$ cat config.mk
export PLATFORM = sky130hd
export DESIGN_NAME = sop_serial_port
export DESIGN_NICKNAME = d
export VERILOG_FILES = /design/src/sop_pkg.sv /design/src/sop_serial_port.sv
export VERILOG_INCLUDE_DIRS = /design/src /design/src/src
export SDC_FILE = /design/constraint.sdc
export NUM_CORES = 1
export LEC_CHECK = 0
export BUFFER_PORTS_ARGS = -buffer_cell sky130_fd_sc_hd__buf_2
export CORE_AREA = 2 2 119 121
export CTS_CLUSTER_SIZE = 12
export DETAILED_ROUTE_END_ITERATION = 6
export DIE_AREA = 0 0 121 123
export GPL_TIMING_DRIVEN = 0
export PLACE_DENSITY = 0.72
export RECOVER_POWER = 50
export SLEW_MARGIN = 0
export SYNTH_ARGS = -nofsm -noshare
export SYNTH_HDL_FRONTEND = slang
export SYNTH_SLANG_ARGS = --single-unit
$ cat constraint.sdc
create_clock -name ref_clk_i -period 3.3 [get_ports ref_clk_i]
set_clock_uncertainty 0.1 [all_clocks]
set_input_delay 0 -clock ref_clk_i [delete_from_list [all_inputs] [get_ports ref_clk_i]]
set_output_delay 0 -clock ref_clk_i [all_outputs]
set_load 0.03 [all_outputs]
$ cat src/sop_defs.svh
`ifndef SOP_DEFS_SVH
`define SOP_DEFS_SVH

// ==========================================================
// Register map (byte addresses on the APB)
`define SOP_CTRL_OFF       12'h000
`define SOP_DATA_OFF       12'h004
`define SOP_STAT_OFF       12'h008

// ==========================================================
// Control register fields and reset value
`define SOP_CTRL_SLAVE     0
`define SOP_CTRL_RLJ       1
`define SOP_CTRL_FBD       2
`define SOP_CTRL_EPS       3
`define SOP_CTRL_TAGL      4
`define SOP_CTRL_TAGR      5
`define SOP_CTRL_W         6
`define SOP_CTRL_RST       6'h00
`define SOP_DATA_RST       32'h0000_0000

// ==========================================================
// Word placement inside a 32-bit field (bit-clock period index)
`define SOP_WORD_BITS      6'h10
`define SOP_POS_LJ         6'h00
`define SOP_POS_I2S        6'h01
`define SOP_POS_RJ         6'h10
`define SOP_POS_RJD        6'h11
`define SOP_POS_LOAD       6'h18
`define SOP_IDX_MAX        6'h3F

// ==========================================================
// Timing: reference clock and generated bit clock
`define SOP_CLK_PERIOD_NS  50
`define SOP_BCLK_PERIOD_NS 400
`define SOP_BCLK_HALF_CYC  (`SOP_BCLK_PERIOD_NS / (2 * `SOP_CLK_PERIOD_NS))

`endif

$ cat src/sop_pkg.sv
package sop_pkg;

  // Port configuration as held in the control register
  typedef struct packed {
    logic tag_r;
    logic tag_l;
    logic edge_polarity_select;
    logic first_bit_delay_select;
    logic right_left_justify_select;
    logic slave;
  } sop_mode_t;

  // Output word progress, Gray coded along idle -> armed -> shift
  typedef enum logic [1:0] {
    SOP_IDLE  = 2'b00,
    SOP_ARMED = 2'b01,
    SOP_SHIFT = 2'b11
  } sop_word_t;

endpackage

$ cat src/sop_serial_port.sv
// Operation
// - Word clock is an input only in slave, right-justify, delay-select mode.
// - Word-clock-input mode places each 16-bit word where the host chooses.
// - MSB is driven in the period after word clock is sampled high.
// - Word clock high at field start gives MSB on second sampling edge.
// - Word placement may differ in every field, left and right alike.
// - Master right-justified delayed mode pulses word clock in cycle 17 only.
// - In that mode the MSB is valid on the 18th sampling edge.
// - In that mode the LSB runs into the next field's first period.
// - Master bit clock transmit edges launch from reference clock rising edges.
// - Master channel and word clock edges launch from transmit edges.
// - Master data and tag change only after a transmit edge.
// - Slave data and tag follow channel clock changes and transmit edges.
// - Reset is active low and asynchronous; host holds it minimum width.
// - Edge select high: change on falling, sample on rising; low reverses.
// - Two's complement, MSB first, left channel before right.
// - Master right-justified mode frames the word from cycle 17.
// - Next sample loads in the last eighth; host reads right MSB earlier.
//
// Local design decisions: the APB slave port and the address map.
`timescale 1ns/1ps
`default_nettype none
`include "sop_defs.svh"

module sop_serial_port
  import sop_pkg::*;
#(
  parameter int unsigned BCLK_HALF = `SOP_BCLK_HALF_CYC
) (
  input  wire logic        ref_clk_i,
  input  wire logic        rst_n_i,
  input  wire logic        psel_i,
  input  wire logic        penable_i,
  input  wire logic        pwrite_i,
  input  wire logic [11:0] paddr_i,
  input  wire logic [31:0] pwdata_i,
  output var  logic [31:0] prdata_o,
  output var  logic        pready_o,
  output var  logic        pslverr_o,
  input  wire logic        bit_clock_i,
  output var  logic        bit_clock_o,
  output var  logic        bit_clock_oe_o,
  input  wire logic        channel_select_clock_i,
  output var  logic        channel_select_clock_o,
  output var  logic        channel_select_clock_oe_o,
  input  wire logic        word_clock_i,
  output var  logic        word_clock_o,
  output var  logic        word_clock_oe_o,
  output var  logic        serial_data_output_o,
  output var  logic        tag_output_o
);

  // ==========================================================
  // Declarations
  sop_mode_t   mode_q;
  logic [31:0] data_q;
  logic [31:0] act_q;
  logic [2:0]  s1_q, s2_q, s3_q;
  logic [15:0] div_q;
  logic        bclk_q, m_tx_q, m_smp_q;
  logic [5:0]  idx_q;
  logic        chan_q, lr_q, wclk_q, done_q;
  sop_word_t   word_q;
  logic [15:0] sh_q;
  logic [3:0]  bits_q;
  logic        sdo_q, tag_q;
  logic        clk_oe_q, wclk_oe_q;
  logic        pready_q, pslverr_q;
  logic [31:0] prdata_q;

  // ==========================================================
  // Mode decode
  wire slave   = mode_q.slave;
  wire rl      = mode_q.right_left_justify_select;
  wire fbd     = mode_q.first_bit_delay_select;
  wire tx_lvl  = ~mode_q.edge_polarity_select;          // level after a transmit edge
  wire wc_in   = slave & rl & fbd;
  wire rjd     = rl & fbd & ~slave;

  // ==========================================================
  // Input synchronisers: bit 0 bit clock, 1 channel clock, 2 word clock
  always_ff @(posedge ref_clk_i or negedge rst_n_i) begin
    if (!rst_n_i) begin
      s1_q <= 3'h0;
      s2_q <= 3'h0;
      s3_q <= 3'h0;
    end else begin
      s1_q <= {word_clock_i, channel_select_clock_i, bit_clock_i};
      s2_q <= s1_q;
      s3_q <= s2_q;
    end
  end

  // Slave edge events, taken only from the second stage onward
  wire s_bedge = s2_q[0] ^ s3_q[0];
  wire s_tx    = s_bedge & (s2_q[0] == tx_lvl);
  wire s_smp   = s_bedge & (s2_q[0] != tx_lvl);
  wire s_lr    = slave & (s2_q[1] ^ s3_q[1]);

  // ==========================================================
  // Master bit clock divider
  wire div_end = (div_q == 16'(BCLK_HALF - 1));
  wire m_tx    = ~slave & div_end & (~bclk_q == tx_lvl);
  wire m_smp   = ~slave & div_end & (~bclk_q != tx_lvl);

  // Bit clock toggles on a reference rising edge; the frame logic acts a cycle later
  always_ff @(posedge ref_clk_i or negedge rst_n_i) begin
    if (!rst_n_i) begin
      div_q   <= 16'h0000;
      bclk_q  <= 1'b0;
      m_tx_q  <= 1'b0;
      m_smp_q <= 1'b0;
    end else begin
      div_q   <= (slave | div_end) ? 16'h0000 : 16'(div_q + 16'h0001);
      bclk_q  <= slave ? tx_lvl : (bclk_q ^ div_end);
      m_tx_q  <= m_tx;
      m_smp_q <= m_smp;
    end
  end

  // ==========================================================
  // Frame position and word placement
  wire       tx_ev  = slave ? s_tx  : m_tx_q;
  wire       smp_ev = slave ? s_smp : m_smp_q;
  wire       step   = tx_ev | s_lr;
  // Slave count saturates so a gated or slow bit clock never restarts a word
  wire [5:0] nidx   = s_lr ? 6'h00 :
                      (slave & (idx_q == `SOP_IDX_MAX)) ? idx_q : 6'(idx_q + 6'h01);
  wire [5:0] npos   = slave ? nidx : {1'b0, nidx[4:0]};
  wire       chan_n = slave ? (s_lr ? s2_q[1] : chan_q) : ~nidx[5];
  wire [5:0] st_pos = rl ? (fbd ? `SOP_POS_RJD : `SOP_POS_RJ)
                         : (fbd ? `SOP_POS_I2S : `SOP_POS_LJ);
  wire [5:0] end_pos = 6'(st_pos + `SOP_WORD_BITS);
  // Delayed right-justified mode only marks the cycle before the MSB
  wire       wclk_n = rjd ? (npos == `SOP_POS_RJ)
                          : ((npos >= st_pos) & (npos < end_pos));
  wire       fix_ld = step & ~wc_in & (npos == st_pos) & (word_q != SOP_SHIFT);
  wire       wc_ld  = tx_ev & wc_in & (word_q == SOP_ARMED);
  wire       load   = fix_ld | wc_ld;
  wire       arm    = smp_ev & wc_in & s2_q[2] & ~done_q & (word_q == SOP_IDLE);
  wire [15:0] word  = chan_n ? act_q[15:0] : act_q[31:16];
  wire       tag_n  = chan_n ? mode_q.tag_l : mode_q.tag_r;
  wire       stage  = tx_ev & ~chan_n & (npos == `SOP_POS_LOAD);

  // Position counter, channel and framing clocks
  always_ff @(posedge ref_clk_i or negedge rst_n_i) begin
    if (!rst_n_i) begin
      idx_q  <= 6'h00;
      chan_q <= 1'b1;
      lr_q   <= 1'b1;
      wclk_q <= 1'b0;
      done_q <= 1'b0;
    end else if (step) begin
      idx_q  <= nidx;
      chan_q <= chan_n;
      lr_q   <= slave ? lr_q : chan_n;
      wclk_q <= wclk_n;
      done_q <= s_lr ? 1'b0 : (done_q | arm);
    end else begin
      done_q <= done_q | arm;
    end
  end

  // Output word shifter; an armed word waits for the next transmit edge
  always_ff @(posedge ref_clk_i or negedge rst_n_i) begin
    if (!rst_n_i) begin
      word_q <= SOP_IDLE;
      sh_q   <= 16'h0000;
      bits_q <= 4'h0;
      sdo_q  <= 1'b0;
      tag_q  <= 1'b0;
    end else begin
      case (word_q)
        SOP_IDLE: begin
          if (load) begin
            word_q <= SOP_SHIFT;
          end else if (arm) begin
            word_q <= SOP_ARMED;
          end
        end
        SOP_ARMED: begin
          if (load) begin
            word_q <= SOP_SHIFT;
          end
        end
        SOP_SHIFT: begin
          if (tx_ev & (bits_q == 4'h0) & ~load) begin
            word_q <= SOP_IDLE;
          end
        end
        default: begin
          word_q <= SOP_IDLE;
        end
      endcase
      if (load) begin
        sh_q   <= {word[14:0], 1'b0};
        bits_q <= 4'hF;
        sdo_q  <= word[15];
        tag_q  <= tag_n;
      end else if (tx_ev & (word_q == SOP_SHIFT)) begin
        sh_q   <= {sh_q[14:0], 1'b0};
        bits_q <= 4'(bits_q - 4'h1);
        sdo_q  <= (bits_q == 4'h0) ? 1'b0 : sh_q[15];
        tag_q  <= (bits_q == 4'h0) ? 1'b0 : tag_q;
      end
    end
  end

  // ==========================================================
  // Sample staging and pin direction
  always_ff @(posedge ref_clk_i or negedge rst_n_i) begin
    if (!rst_n_i) begin
      act_q     <= `SOP_DATA_RST;
      clk_oe_q  <= 1'b0;
      wclk_oe_q <= 1'b0;
    end else begin
      act_q     <= stage ? data_q : act_q;
      clk_oe_q  <= ~slave;
      wclk_oe_q <= ~wc_in;
    end
  end

  // ==========================================================
  // APB slave, zero wait states, error on unmapped address
  wire        setup  = psel_i & ~penable_i;
  wire        acc    = psel_i & penable_i & pready_q;
  wire        hit_c  = (paddr_i == `SOP_CTRL_OFF);
  wire        hit_d  = (paddr_i == `SOP_DATA_OFF);
  wire        hit_s  = (paddr_i == `SOP_STAT_OFF);
  wire [31:0] stat_w = {22'h000000, word_q, chan_q, wclk_q, idx_q};
  wire [31:0] rd_mux = hit_c ? {26'h0000000, mode_q} :
                       hit_d ? data_q : hit_s ? stat_w : 32'h0000_0000;

  // Read data is captured in setup so it comes straight from a flop
  always_ff @(posedge ref_clk_i or negedge rst_n_i) begin
    if (!rst_n_i) begin
      pready_q  <= 1'b0;
      pslverr_q <= 1'b0;
      prdata_q  <= 32'h0000_0000;
      mode_q    <= `SOP_CTRL_RST;
      data_q    <= `SOP_DATA_RST;
    end else begin
      pready_q  <= setup;
      pslverr_q <= setup & ~(hit_c | hit_d | hit_s);
      prdata_q  <= setup ? rd_mux : prdata_q;
      mode_q    <= (acc & pwrite_i & hit_c) ? sop_mode_t'(pwdata_i[5:0]) : mode_q;
      data_q    <= (acc & pwrite_i & hit_d) ? pwdata_i : data_q;
    end
  end

  // ==========================================================
  // Outputs
  assign prdata_o                  = prdata_q;
  assign pready_o                  = pready_q;
  assign pslverr_o                 = pslverr_q;
  assign bit_clock_o               = bclk_q;
  assign bit_clock_oe_o            = clk_oe_q;
  assign channel_select_clock_o    = lr_q;
  assign channel_select_clock_oe_o = clk_oe_q;
  assign word_clock_o              = wclk_q;
  assign word_clock_oe_o           = wclk_oe_q;
  assign serial_data_output_o      = sdo_q;
  assign tag_output_o              = tag_q;

  // ==========================================================
  // Assertion helpers
  // Age of the delayed right-justified mode; a word begun in an earlier mode
  // may still drain for half a field, so those checks wait until it has gone
  logic [7:0] rjd_age_q;

  always_ff @(posedge ref_clk_i or negedge rst_n_i) begin
    if (!rst_n_i) begin
      rjd_age_q <= 8'h00;
    end else if (!rjd) begin
      rjd_age_q <= 8'h00;
    end else if (rjd_age_q != 8'hFF) begin
      rjd_age_q <= 8'(rjd_age_q + 8'h01);
    end
  end

  wire rjd_settled = rjd & (rjd_age_q == 8'hFF);   // Old words have drained
endmodule

`default_nettype wire

==> results.txt, run 1 <==
Fmax: 329 MHz
RSZ-0062 raised after global routing: false
Number of synthesized flops with an enable pin: 0
CP Launch Type: register
Layout Utilization: 0.667
Worst-path fanout max: 10
Fin. max-slew vios: 102
WL final: 17.3 mm
Worst hold endpoint: pslverr_o
YS warnings: 0
CP endpoint kind: register
# setup viols final: 0
Rows: 43
Maximum root-to-sink buffer count: 2
Gpl congestion: 0.898
Port Buf Inserts: 93
Netlist cell types: 54
H-Tree Depth: 4
Via/cell ratio: 5.58
Initial core utilization: 0.541
CP arrival: 3.28 ns
Syn Nets: 674
WHS Path Cells: 5
First-pass GRT wire length: 28.1 mm
Post-DRT Antenna Nets: 0
Diode count: 0
# nets final: 829
Skew-Pair Late Insertion Delay: 0.43 ns
Clock buffers created by TritonCTS: 17
Max rail drop VDD: 0.327 mV
Status: complete, but fails checks
Initial antenna violation count: 0
Max Cap Viol: 1
Violated checks: capacitance limit, slew limit
Relative slew slack: -0.706
Post-route setup slack: 0.262 ns
Worst setup path class: reg -> reg
Reg2reg setup slack: 0.26 ns
Post-DP HPWL: 11.9 mm
Top-count cell post-synth: dfrtp_1
CTS sink count: 165
Hold-fix buffers, CTS: 42
Period utilization: 0.921
R2R Path Start: idx_q[0]
Largest net degree at the start of global routing: 103
Worst-case reg-to-reg path depth: 11
Syn avg cell area: 12.0 µm²
Die area: 14900 µm²
Required time of the critical path: 3.54 ns
P&R area growth vs syn: 23.2%
Layout cells sized above 1: 0.229
Post-synth top area cell: dfrtp_1
Min Clock Period, post-route: 3.04 ns
Register area: 4130 µm²
# fillers: 1011
PwrDens: 488 nW/µm²
Synth Flop Type: dfrtp_1
CTS tree: yes
Worst-path clk slew: 0.07 ns
Fraction of registers with async set/reset: 1.00
Wire per inst: 17.9 µm
DP Worst Slack: 0.345 ns
Mapped Area: 7370 µm²
Worst r2r dst: sh_q[8]
P_leak: 4.48 nW
Worst slew pin tran: 2.56 ns
Vias in the first global route: 5568
Post-CTS Setup Inserts: 0
Top cells by area, synth: dfrtp_1 (55%), mux2i_1 (6.5%), mux2_4 (6.1%)
Final hold violations: 0
Yosys reg bits: 165
CORE AREA: 13600 µm²
DRT Pass-1 Iters: 5
Post-CTS Resized: 0
DIE WIDTH: 121 µm
Worst hold-check path type: in -> reg
Fin cells: 963
Footprint of the multi-input gates: 3030 µm²
Synth Instances: 615
I/O pin count: 94
Grt total ovfl: 0
Die H: 123 µm
# placed instances: 889
Total GRT Usage: 0.247
Starting DRT DRC Count: 469
Clk Tree Root Cell: clkbuf_16
Min-delay src: paddr_i[11]
Sequential area share after synthesis: 0.561
Drt drc: 0
Post-synth top area share: 0.553
DR vias: 5378
Most common library cells after synthesis: dfrtp_1 (163), nand2_1 (80), mux2i_1 (48)
-- per-stage QoR --
| stage | hold slack, ns | cell area [µm²] | power [mW] | setup TNS [ns] |
|---|---|---|---|---|
| global placement | 0.00766 | 8060 | 2.33 | -37.84 |
| floorplan | -0.396 | 7370 | 2.22 | 0 |
| finish | 0.0128 | 9080 | 4.43 | 0 |
| detailed placement | 0.00932 | 8090 | 2.35 | 0 |
| global route | 0.0763 | 9080 | 4.57 | 0 |
| CTS | 0.0110 | 9140 | 4.46 | 0 |
-- where the power goes --
part	total (mW)	switching, mW	internal (mW)
Combinational	0.272	0.162	0.109
Sequential	2.07	0.0214	2.05
Clock	2.09	0.815	1.28
Total	4.43	0.999	3.43
-- layout make-up --
cell class | count | share of cell area
plain buffers | 28 | 0.0175
clock inverters | 10 | 0.0157
multi-input cells | 409 | 0.334
inverters | 13 | 0.00537
flip-flops and latches | 165 | 0.455
well taps | 180 | 0.0248
clock buffers | 22 | 0.0533
repair buffers | 136 | 0.0948
-- worst max-delay path, cell delays in order, from the launching register on --
cell and delay [ns]:
dfrtp_1 0.47, ha_1 0.25, nand2_1 0.10, nor2_2 0.26, xnor2_1 0.17, nand2_1 0.08
ha_1 0.29, and3_1 0.17, o2111a_1 0.17, o21ai_1 0.24, buf_2 0.36, mux2i_1 0.26
-- worst max-delay path by stage --
stage / startpoint / to / slack, ns / cells after the start
2_1_floorplan: idx_q[0] / serial_data_output_o / 0.71 / 11
3_3_place_gp: rst_n_i / idx_q[4] / -0.24 / 1
3_5_place_dp: idx_q[0] / serial_data_output_o / 0.35 / 11
4_1_cts: idx_q[0] / sh_q[8] / 0.28 / 11
5_1_grt: idx_q[0] / sh_q[8] / 0.08 / 11
6_report: idx_q[0] / sh_q[8] / 0.26 / 11
-- cells by family after synthesis --
group,count (synthesis),synth area share
xor gates and xnor gates,19,0.0226
DFF,165,0.561
buffers and inverters,41,0.0282
AOI/OAI and AO/OA,63,0.0564
and+or+nand+nor,202,0.133
muxes,118,0.187
adders and majority gates,7,0.0119
-- cells in the final DEF, fill, tap and decap left out, types with 4 or more instances in the layout --
cell	Yosys	layout
dfrtp_1	163	163
nand2_1	80	80
buf_2	10	60
clkbuf_1	9	52
mux2i_1	48	48
dlygate4sd3_1	0	42
nor2_1	38	38
mux2_2	38	38
nand3_1	33	33
mux2_4	30	30
o21ai_0	19	19
clkbuf_16	0	17
a21oi_1	14	14
inv_1	12	12
xnor2_1	10	10
xor2_1	9	9
nor3_1	9	9
nand4_1	8	8
nor4_1	7	7
ha_1	7	7
a222oi_1	6	6
a31oi_1	5	5
and3_1	5	5
buf_6	5	5
o211ai_1	4	4
a221oi_1	4	4
clkbuf_8	0	4
-- routing by layer --
layer	global-route usage	share of wire
met5	0	0
met4	0.118	0.029
met3	0.0535	0.046
met2	0.401	0.49
met1	0.317	0.43
-- state kept, by name, summed over array words and instances, names as in the netlist, 2 cells and up --
signal / flops
word_q: 2
sh_q: 15
data_q: 32
bits_q: 4
idx_q: 6
prdata_o: 32
s3_q: 2
mode_q: 3
s2_q: 3
s1_q: 3
act_q: 32
div_q: 16
(Power assumes the default switching activity.)
==> run 2: changes to the inputs <==
==> constraint.sdc (replaced) <==
create_clock -name ref_clk_i -period 3.3 [get_ports ref_clk_i]
set_clock_uncertainty 0.1 [all_clocks]
set_input_delay 0.495 -clock ref_clk_i [delete_from_list [all_inputs] [get_ports ref_clk_i]]
set_output_delay 0.495 -clock ref_clk_i [all_outputs]
set_load 0.03 [all_outputs]
==> run 2 against run 1 <==
Compared with the run above: register-to-register slack is essentially flat; highest routed layer unchanged; global-route usage shrank 0.89 points; hold slack gained 0.055 ns; sequential power is essentially flat; flip-flop and latch count is the same; maximum frequency shrank 0.35%; the run still ends with capacitance limit, slew limit left; total power shrank 0.81%; worst setup slack lost 0.011 ns; combinational power shrank 12%.
==> results.txt, run 2 (synthesis results as in run 1) <==
Worst-path clk slew: 0.06 ns
CP arrival: 3.29 ns
Port Buf Inserts: 93
Setup TNS: 0 ns
Post-route setup slack: 0.251 ns
CORE AREA: 13600 µm²
Post-DP HPWL: 11.9 mm
Post-CTS Resized: 0
Gpl congestion: 0.898
Clk Tree Root Cell: clkbuf_16
Worst setup path class: reg -> reg
Max incr delay on CP: 0.47 ns
I/O pin count: 94
Final hold violations: 0
Initial antenna violation count: 0
PwrDens: 505 nW/µm²
R2R Path Start: idx_q[0]
Diode count: 0
Reg2reg setup slack: 0.25 ns
Die H: 123 µm
Starting DRT DRC Count: 463
CP Launch Type: register
CTS sink count: 165
CP endpoint kind: register
WHS Path Cells: 1
Max Cap Viol: 1
Worst-path fanout max: 10
Largest net degree at the start of global routing: 103
Max rail drop VDD: 0.330 mV
RSZ-0062 raised after global routing: false
CTS tree: yes
Commonest cells after routing, fill and taps aside: dfrtp_1 (163), buf_2 (93), nand2_1 (80)
P&R area growth vs syn: 18.1%
DIE WIDTH: 121 µm
Vias in the first global route: 5335
Worst-case reg-to-reg path depth: 11
Die area: 14900 µm²
Layout cells sized above 1: 0.286
Fin. max-slew vios: 102
Relative slew slack: -0.734
Via/cell ratio: 5.68
H-Tree Depth: 4
Worst r2r dst: sh_q[8]
DP Worst Slack: 0.281 ns
# nets final: 787
Skew-Pair Late Insertion Delay: 0.43 ns
Required time of the critical path: 3.54 ns
Min-delay src: word_clock_i
CP max stage cell: dfrtp_1
Post-CTS Setup Inserts: 0
Status: complete, but fails checks
Period utilization: 0.924
Wire per inst: 18.1 µm
First-pass GRT wire length: 27.1 mm
Drt drc: 0
Initial core utilization: 0.541
Grt total ovfl: 0
Worst hold-check path type: in -> reg
Most common cell after layout, fill and taps aside: dfrtp_1
WL final: 16.6 mm
DRT Pass-1 Iters: 5
Min Clock Period, post-route: 3.05 ns
# setup viols final: 0
Maximum root-to-sink buffer count: 2
Post-DRT Antenna Nets: 0
Critical-path cell list: ha_1, nand2_1, nor2_2, xnor2_1, nand2_1, ha_1, and3_1, o2111a_1, o21ai_1, buf_2, mux2i_1
Worst slew pin tran: 2.60 ns
P_leak: 4.44 nW
DR vias: 5230
# fillers: 1043
Total GRT Usage: 0.238
Fmax: 328 MHz
Hold-fix buffers, CTS: 0
Clock buffers created by TritonCTS: 17
Rows: 43
Violated checks: capacitance limit, slew limit
Worst hold endpoint: s1_q[2]
[run 2: changes by cell type in the layout (fill, tap and decap cells not counted)]
cell | before | now
dlygate4sd3_1 | 42 | 0
buf_2 | 60 | 93
clkbuf_1 | 52 | 19
[run 2: metal layers]
layer / vias to the layer above / track usage / part of all wire
met2: 174 / 0.377 / 0.48
met5: - / 0 / 0
met3: 46 / 0.0572 / 0.050
li1: 2411 / - / -
met1: 2599 / 0.314 / 0.44
met4: 0 / 0.106 / 0.031
[run 2: worst max path at each step]
| stage | startpoint | end | slack, ns | cells past startpoint |
|---|---|---|---|---|
| finish | idx_q[0] | sh_q[8] | 0.25 | 11 |
| global route | idx_q[0] | sh_q[8] | 0.06 | 11 |
| CTS | idx_q[0] | sh_q[8] | 0.28 | 11 |
| detailed placement | paddr_i[7] | prdata_o[29] | 0.28 | 8 |
| global placement | rst_n_i | idx_q[4] | -0.74 | 1 |
| floorplan | idx_q[0] | serial_data_output_o | 0.71 | 11 |
[run 2: power breakdown]
| part | leakage, nW | internal, mW | total (mW) | switching, mW |
|---|---|---|---|---|
| combinational | 1.89 | 0.0826 | 0.238 | 0.155 |
| sequential | 2.24 | 2.05 | 2.07 | 0.0211 |
| clock | 0.307 | 1.28 | 2.09 | 0.814 |
[run 2: metrics by stage]
step | hold WS (ns) | instance area, µm² | utilization | power (mW) | std cells
after floorplan | 0.0994 | 7370 | - | 2.22 | 615
after global routing | 0.0567 | 8700 | 0.639 | 4.53 | 921
after CTS | 0.0593 | 8720 | 0.641 | 4.42 | 921
final | 0.0682 | 8700 | 0.639 | 4.40 | 921
after detailed placement | 0.236 | 8090 | 0.595 | 2.35 | 889
after global placement | 0.233 | 8060 | 0.592 | 2.33 | 888
[run 2: cell type report]
cell class,instances,area (µm²),area share
buffer,28,159,0.0183
inverter,13,48.8,0.00561
clock inverter,10,143,0.0164
clock buffer,22,484,0.0556
sequential,165,4130,0.475
tap,180,225,0.0259
timing repair buffer,94,482,0.0553
multi-input combinational,409,3030,0.348
[run 2: worst max-delay path, delay by kind of cell (launching register included)]
kind | cells | cell delay, ns
adders and majority gates | 2 | 0.55
AOI/OAI and AO/OA | 2 | 0.43
muxes | 1 | 0.26
and+or+nand+nor | 4 | 0.62
xor gates and xnor gates | 1 | 0.17
DFF | 1 | 0.47
buffers and inverters | 1 | 0.36
==> run 3: changes to the inputs <==
- ABC_CLOCK_PERIOD_IN_PS: not set -> 3300
- PLACE_DENSITY: 0.72 -> not set
- PLACE_DENSITY_LB_ADDON: not set -> 0.1
- SLEW_MARGIN: 0 -> 5
==> run 3 against run 2 <==
Compared with the run above: the flow still finishes with violations (capacitance limit, slew limit); sequential share of layout area increased by 0.32 points; global-route usage grew 0.36 points; sequential power about the same; via count down 2.8%; core utilization is 0.43 points lower; first-iteration DRC count decreased by 4.1%; critical path depth stayed put; combinational power shrank 2%; register-to-register slack about the same; count of clock-buffer cells in the layout fell by 2; critical path type unchanged; critical endpoint unchanged; largest power group is now sequential cells.
==> results.txt, run 3 (synthesis results as in run 1) <==
Worst-path clk slew: 0.07 ns
Via/cell ratio: 5.52
P_leak: 4.30 nW
Fin. max-slew vios: 63
Largest net degree at the start of global routing: 105
Worst slew pin tran: 1.51 ns
Worst hold endpoint: s1_q[1]
WHS Path Cells: 1
Wire per inst: 17.7 µm
I/O pin count: 94
Initial antenna violation count: 0
R2R Path Start: idx_q[0]
Worst r2r dst: sh_q[8]
Max incr delay on CP: 0.49 ns
Drt drc: 0
RSZ-0062 raised after global routing: false
CP Launch Type: register
Critical-path cell list: ha_1, nand2_1, nor2_2, xnor2_1, nand2_1, ha_1, and3_1, o2111a_1, o21ai_1, buf_2, mux2i_1
Post-DP HPWL: 11.7 mm
Final hold violations: 0
Starting DRT DRC Count: 444
Post-route setup slack: 0.249 ns
Maximum root-to-sink buffer count: 2
CORE AREA: 13600 µm²
P&R area growth vs syn: 17.3%
PwrDens: 502 nW/µm²
Die H: 123 µm
Violated checks: capacitance limit, slew limit
Fmax: 328 MHz
Clock buffers created by TritonCTS: 17
Post-DRT Antenna Nets: 0
Min-delay src: channel_select_clock_i
Worst-path fanout max: 10
Worst setup path class: reg -> reg
WL final: 16.3 mm
DR vias: 5085
Period utilization: 0.925
Fin Hold WS: 0.0682 ns
Relative slew slack: -0.00671
Max Cap Viol: 1
Commonest cells after routing, fill and taps aside: dfrtp_1 (163), nand2_1 (80), buf_2 (62)
DIE WIDTH: 121 µm
H-Tree Depth: 4
Most common cell after layout, fill and taps aside: dfrtp_1
Vias in the first global route: 5294
DP Worst Slack: 0.272 ns
Die area: 14900 µm²
CP arrival: 3.29 ns
CTS sink count: 165
CP endpoint kind: register
Total power: 4.34 mW
Fin area: 8640 µm²
Skew-Pair Late Insertion Delay: 0.43 ns
Reg2reg setup slack: 0.25 ns
DRT Pass-1 Iters: 5
Worst hold-check path type: in -> reg
Gpl congestion: 0.885
DP Area: 8100 µm²
Clk Tree Root Cell: clkbuf_16
Min Clock Period, post-route: 3.05 ns
Max rail drop VDD: 0.354 mV
Diode count: 0
Required time of the critical path: 3.54 ns
Status: complete, but fails checks
First-pass GRT wire length: 27.4 mm
Total GRT Usage: 0.242
Rows: 43
# setup viols final: 0
Grt total ovfl: 0
CTS tree: yes
Initial core utilization: 0.541
Post-CTS Setup Inserts: 0
# nets final: 787
Worst-case reg-to-reg path depth: 11
Port Buf Inserts: 93
CP max stage cell: dfrtp_1
Layout cells sized above 1: 0.246
run 3: layout make-up:
type,instances,area [µm²]
buffer,27,155
timing repair buffer,95,437
clock inverter,12,155
multi-input combinational,409,3040
clock buffer,20,457
tap,180,225
inverter,13,48.8
fill,1121,4970
sequential,165,4130
run 3: worst max path at each step:
| stage | from | end | cells after the start |
|---|---|---|---|
| 5_1_grt | slave | sh_q[15] | 11 |
| 4_1_cts | idx_q[0] | sh_q[8] | 11 |
| 3_3_place_gp | rst_n_i | idx_q[3] | 1 |
| 3_5_place_dp | idx_q[0] | sh_q[7] | 11 |
| 2_1_floorplan | idx_q[0] | serial_data_output_o | 11 |
| 6_report | idx_q[0] | sh_q[8] | 11 |
run 3: routing by layer:
metal / GRT usage / part of all wire / routed length (µm) / vias to the layer above
met3: 0.0484 / 0.032 / 515 / 22
met2: 0.390 / 0.49 / 7920 / 97
met1: 0.333 / 0.47 / 7650 / 2556
li1: - / - / - / 2410
met4: 0.0749 / 0.014 / 227 / 0
met5: 0 / 0 / 0 / -
run 3: what timing repair did:
action                                 in CTS  in global routing
endpoints found under the hold margin      61                  0
hold buffers                                1                  0
resized for setup                           0                  0
setup endpoints to repair                   0                  2
run 3: stage by stage:
stage | setup TNS, ns | utilization | instances
2_1_floorplan | 0 | - | 615
3_3_place_gp | -128.07 | 0.592 | 888
3_5_place_dp | 0 | 0.595 | 889
4_1_cts | 0 | 0.641 | 922
5_1_grt | 0 | 0.635 | 921
6_report | 0 | 0.635 | 921
run 3: worst max-delay path, delay by kind of cell (launching register included):
family,cells,cell delay [ns]
xor+xnor,1,0.19
simple gates,4,0.65
fa+ha+maj,2,0.54
buf+inv,1,0.35
mux,1,0.23
compound gates,2,0.41
flops,1,0.49
run 3: power breakdown:
part           total [mW]  leakage (nW)  switching (mW)  internal [mW]
Sequential           2.07          2.24          0.0224           2.05
Combinational       0.234          1.76           0.156         0.0785
Clock                2.03         0.296           0.801           1.23
Total                4.34          4.30           0.979           3.36
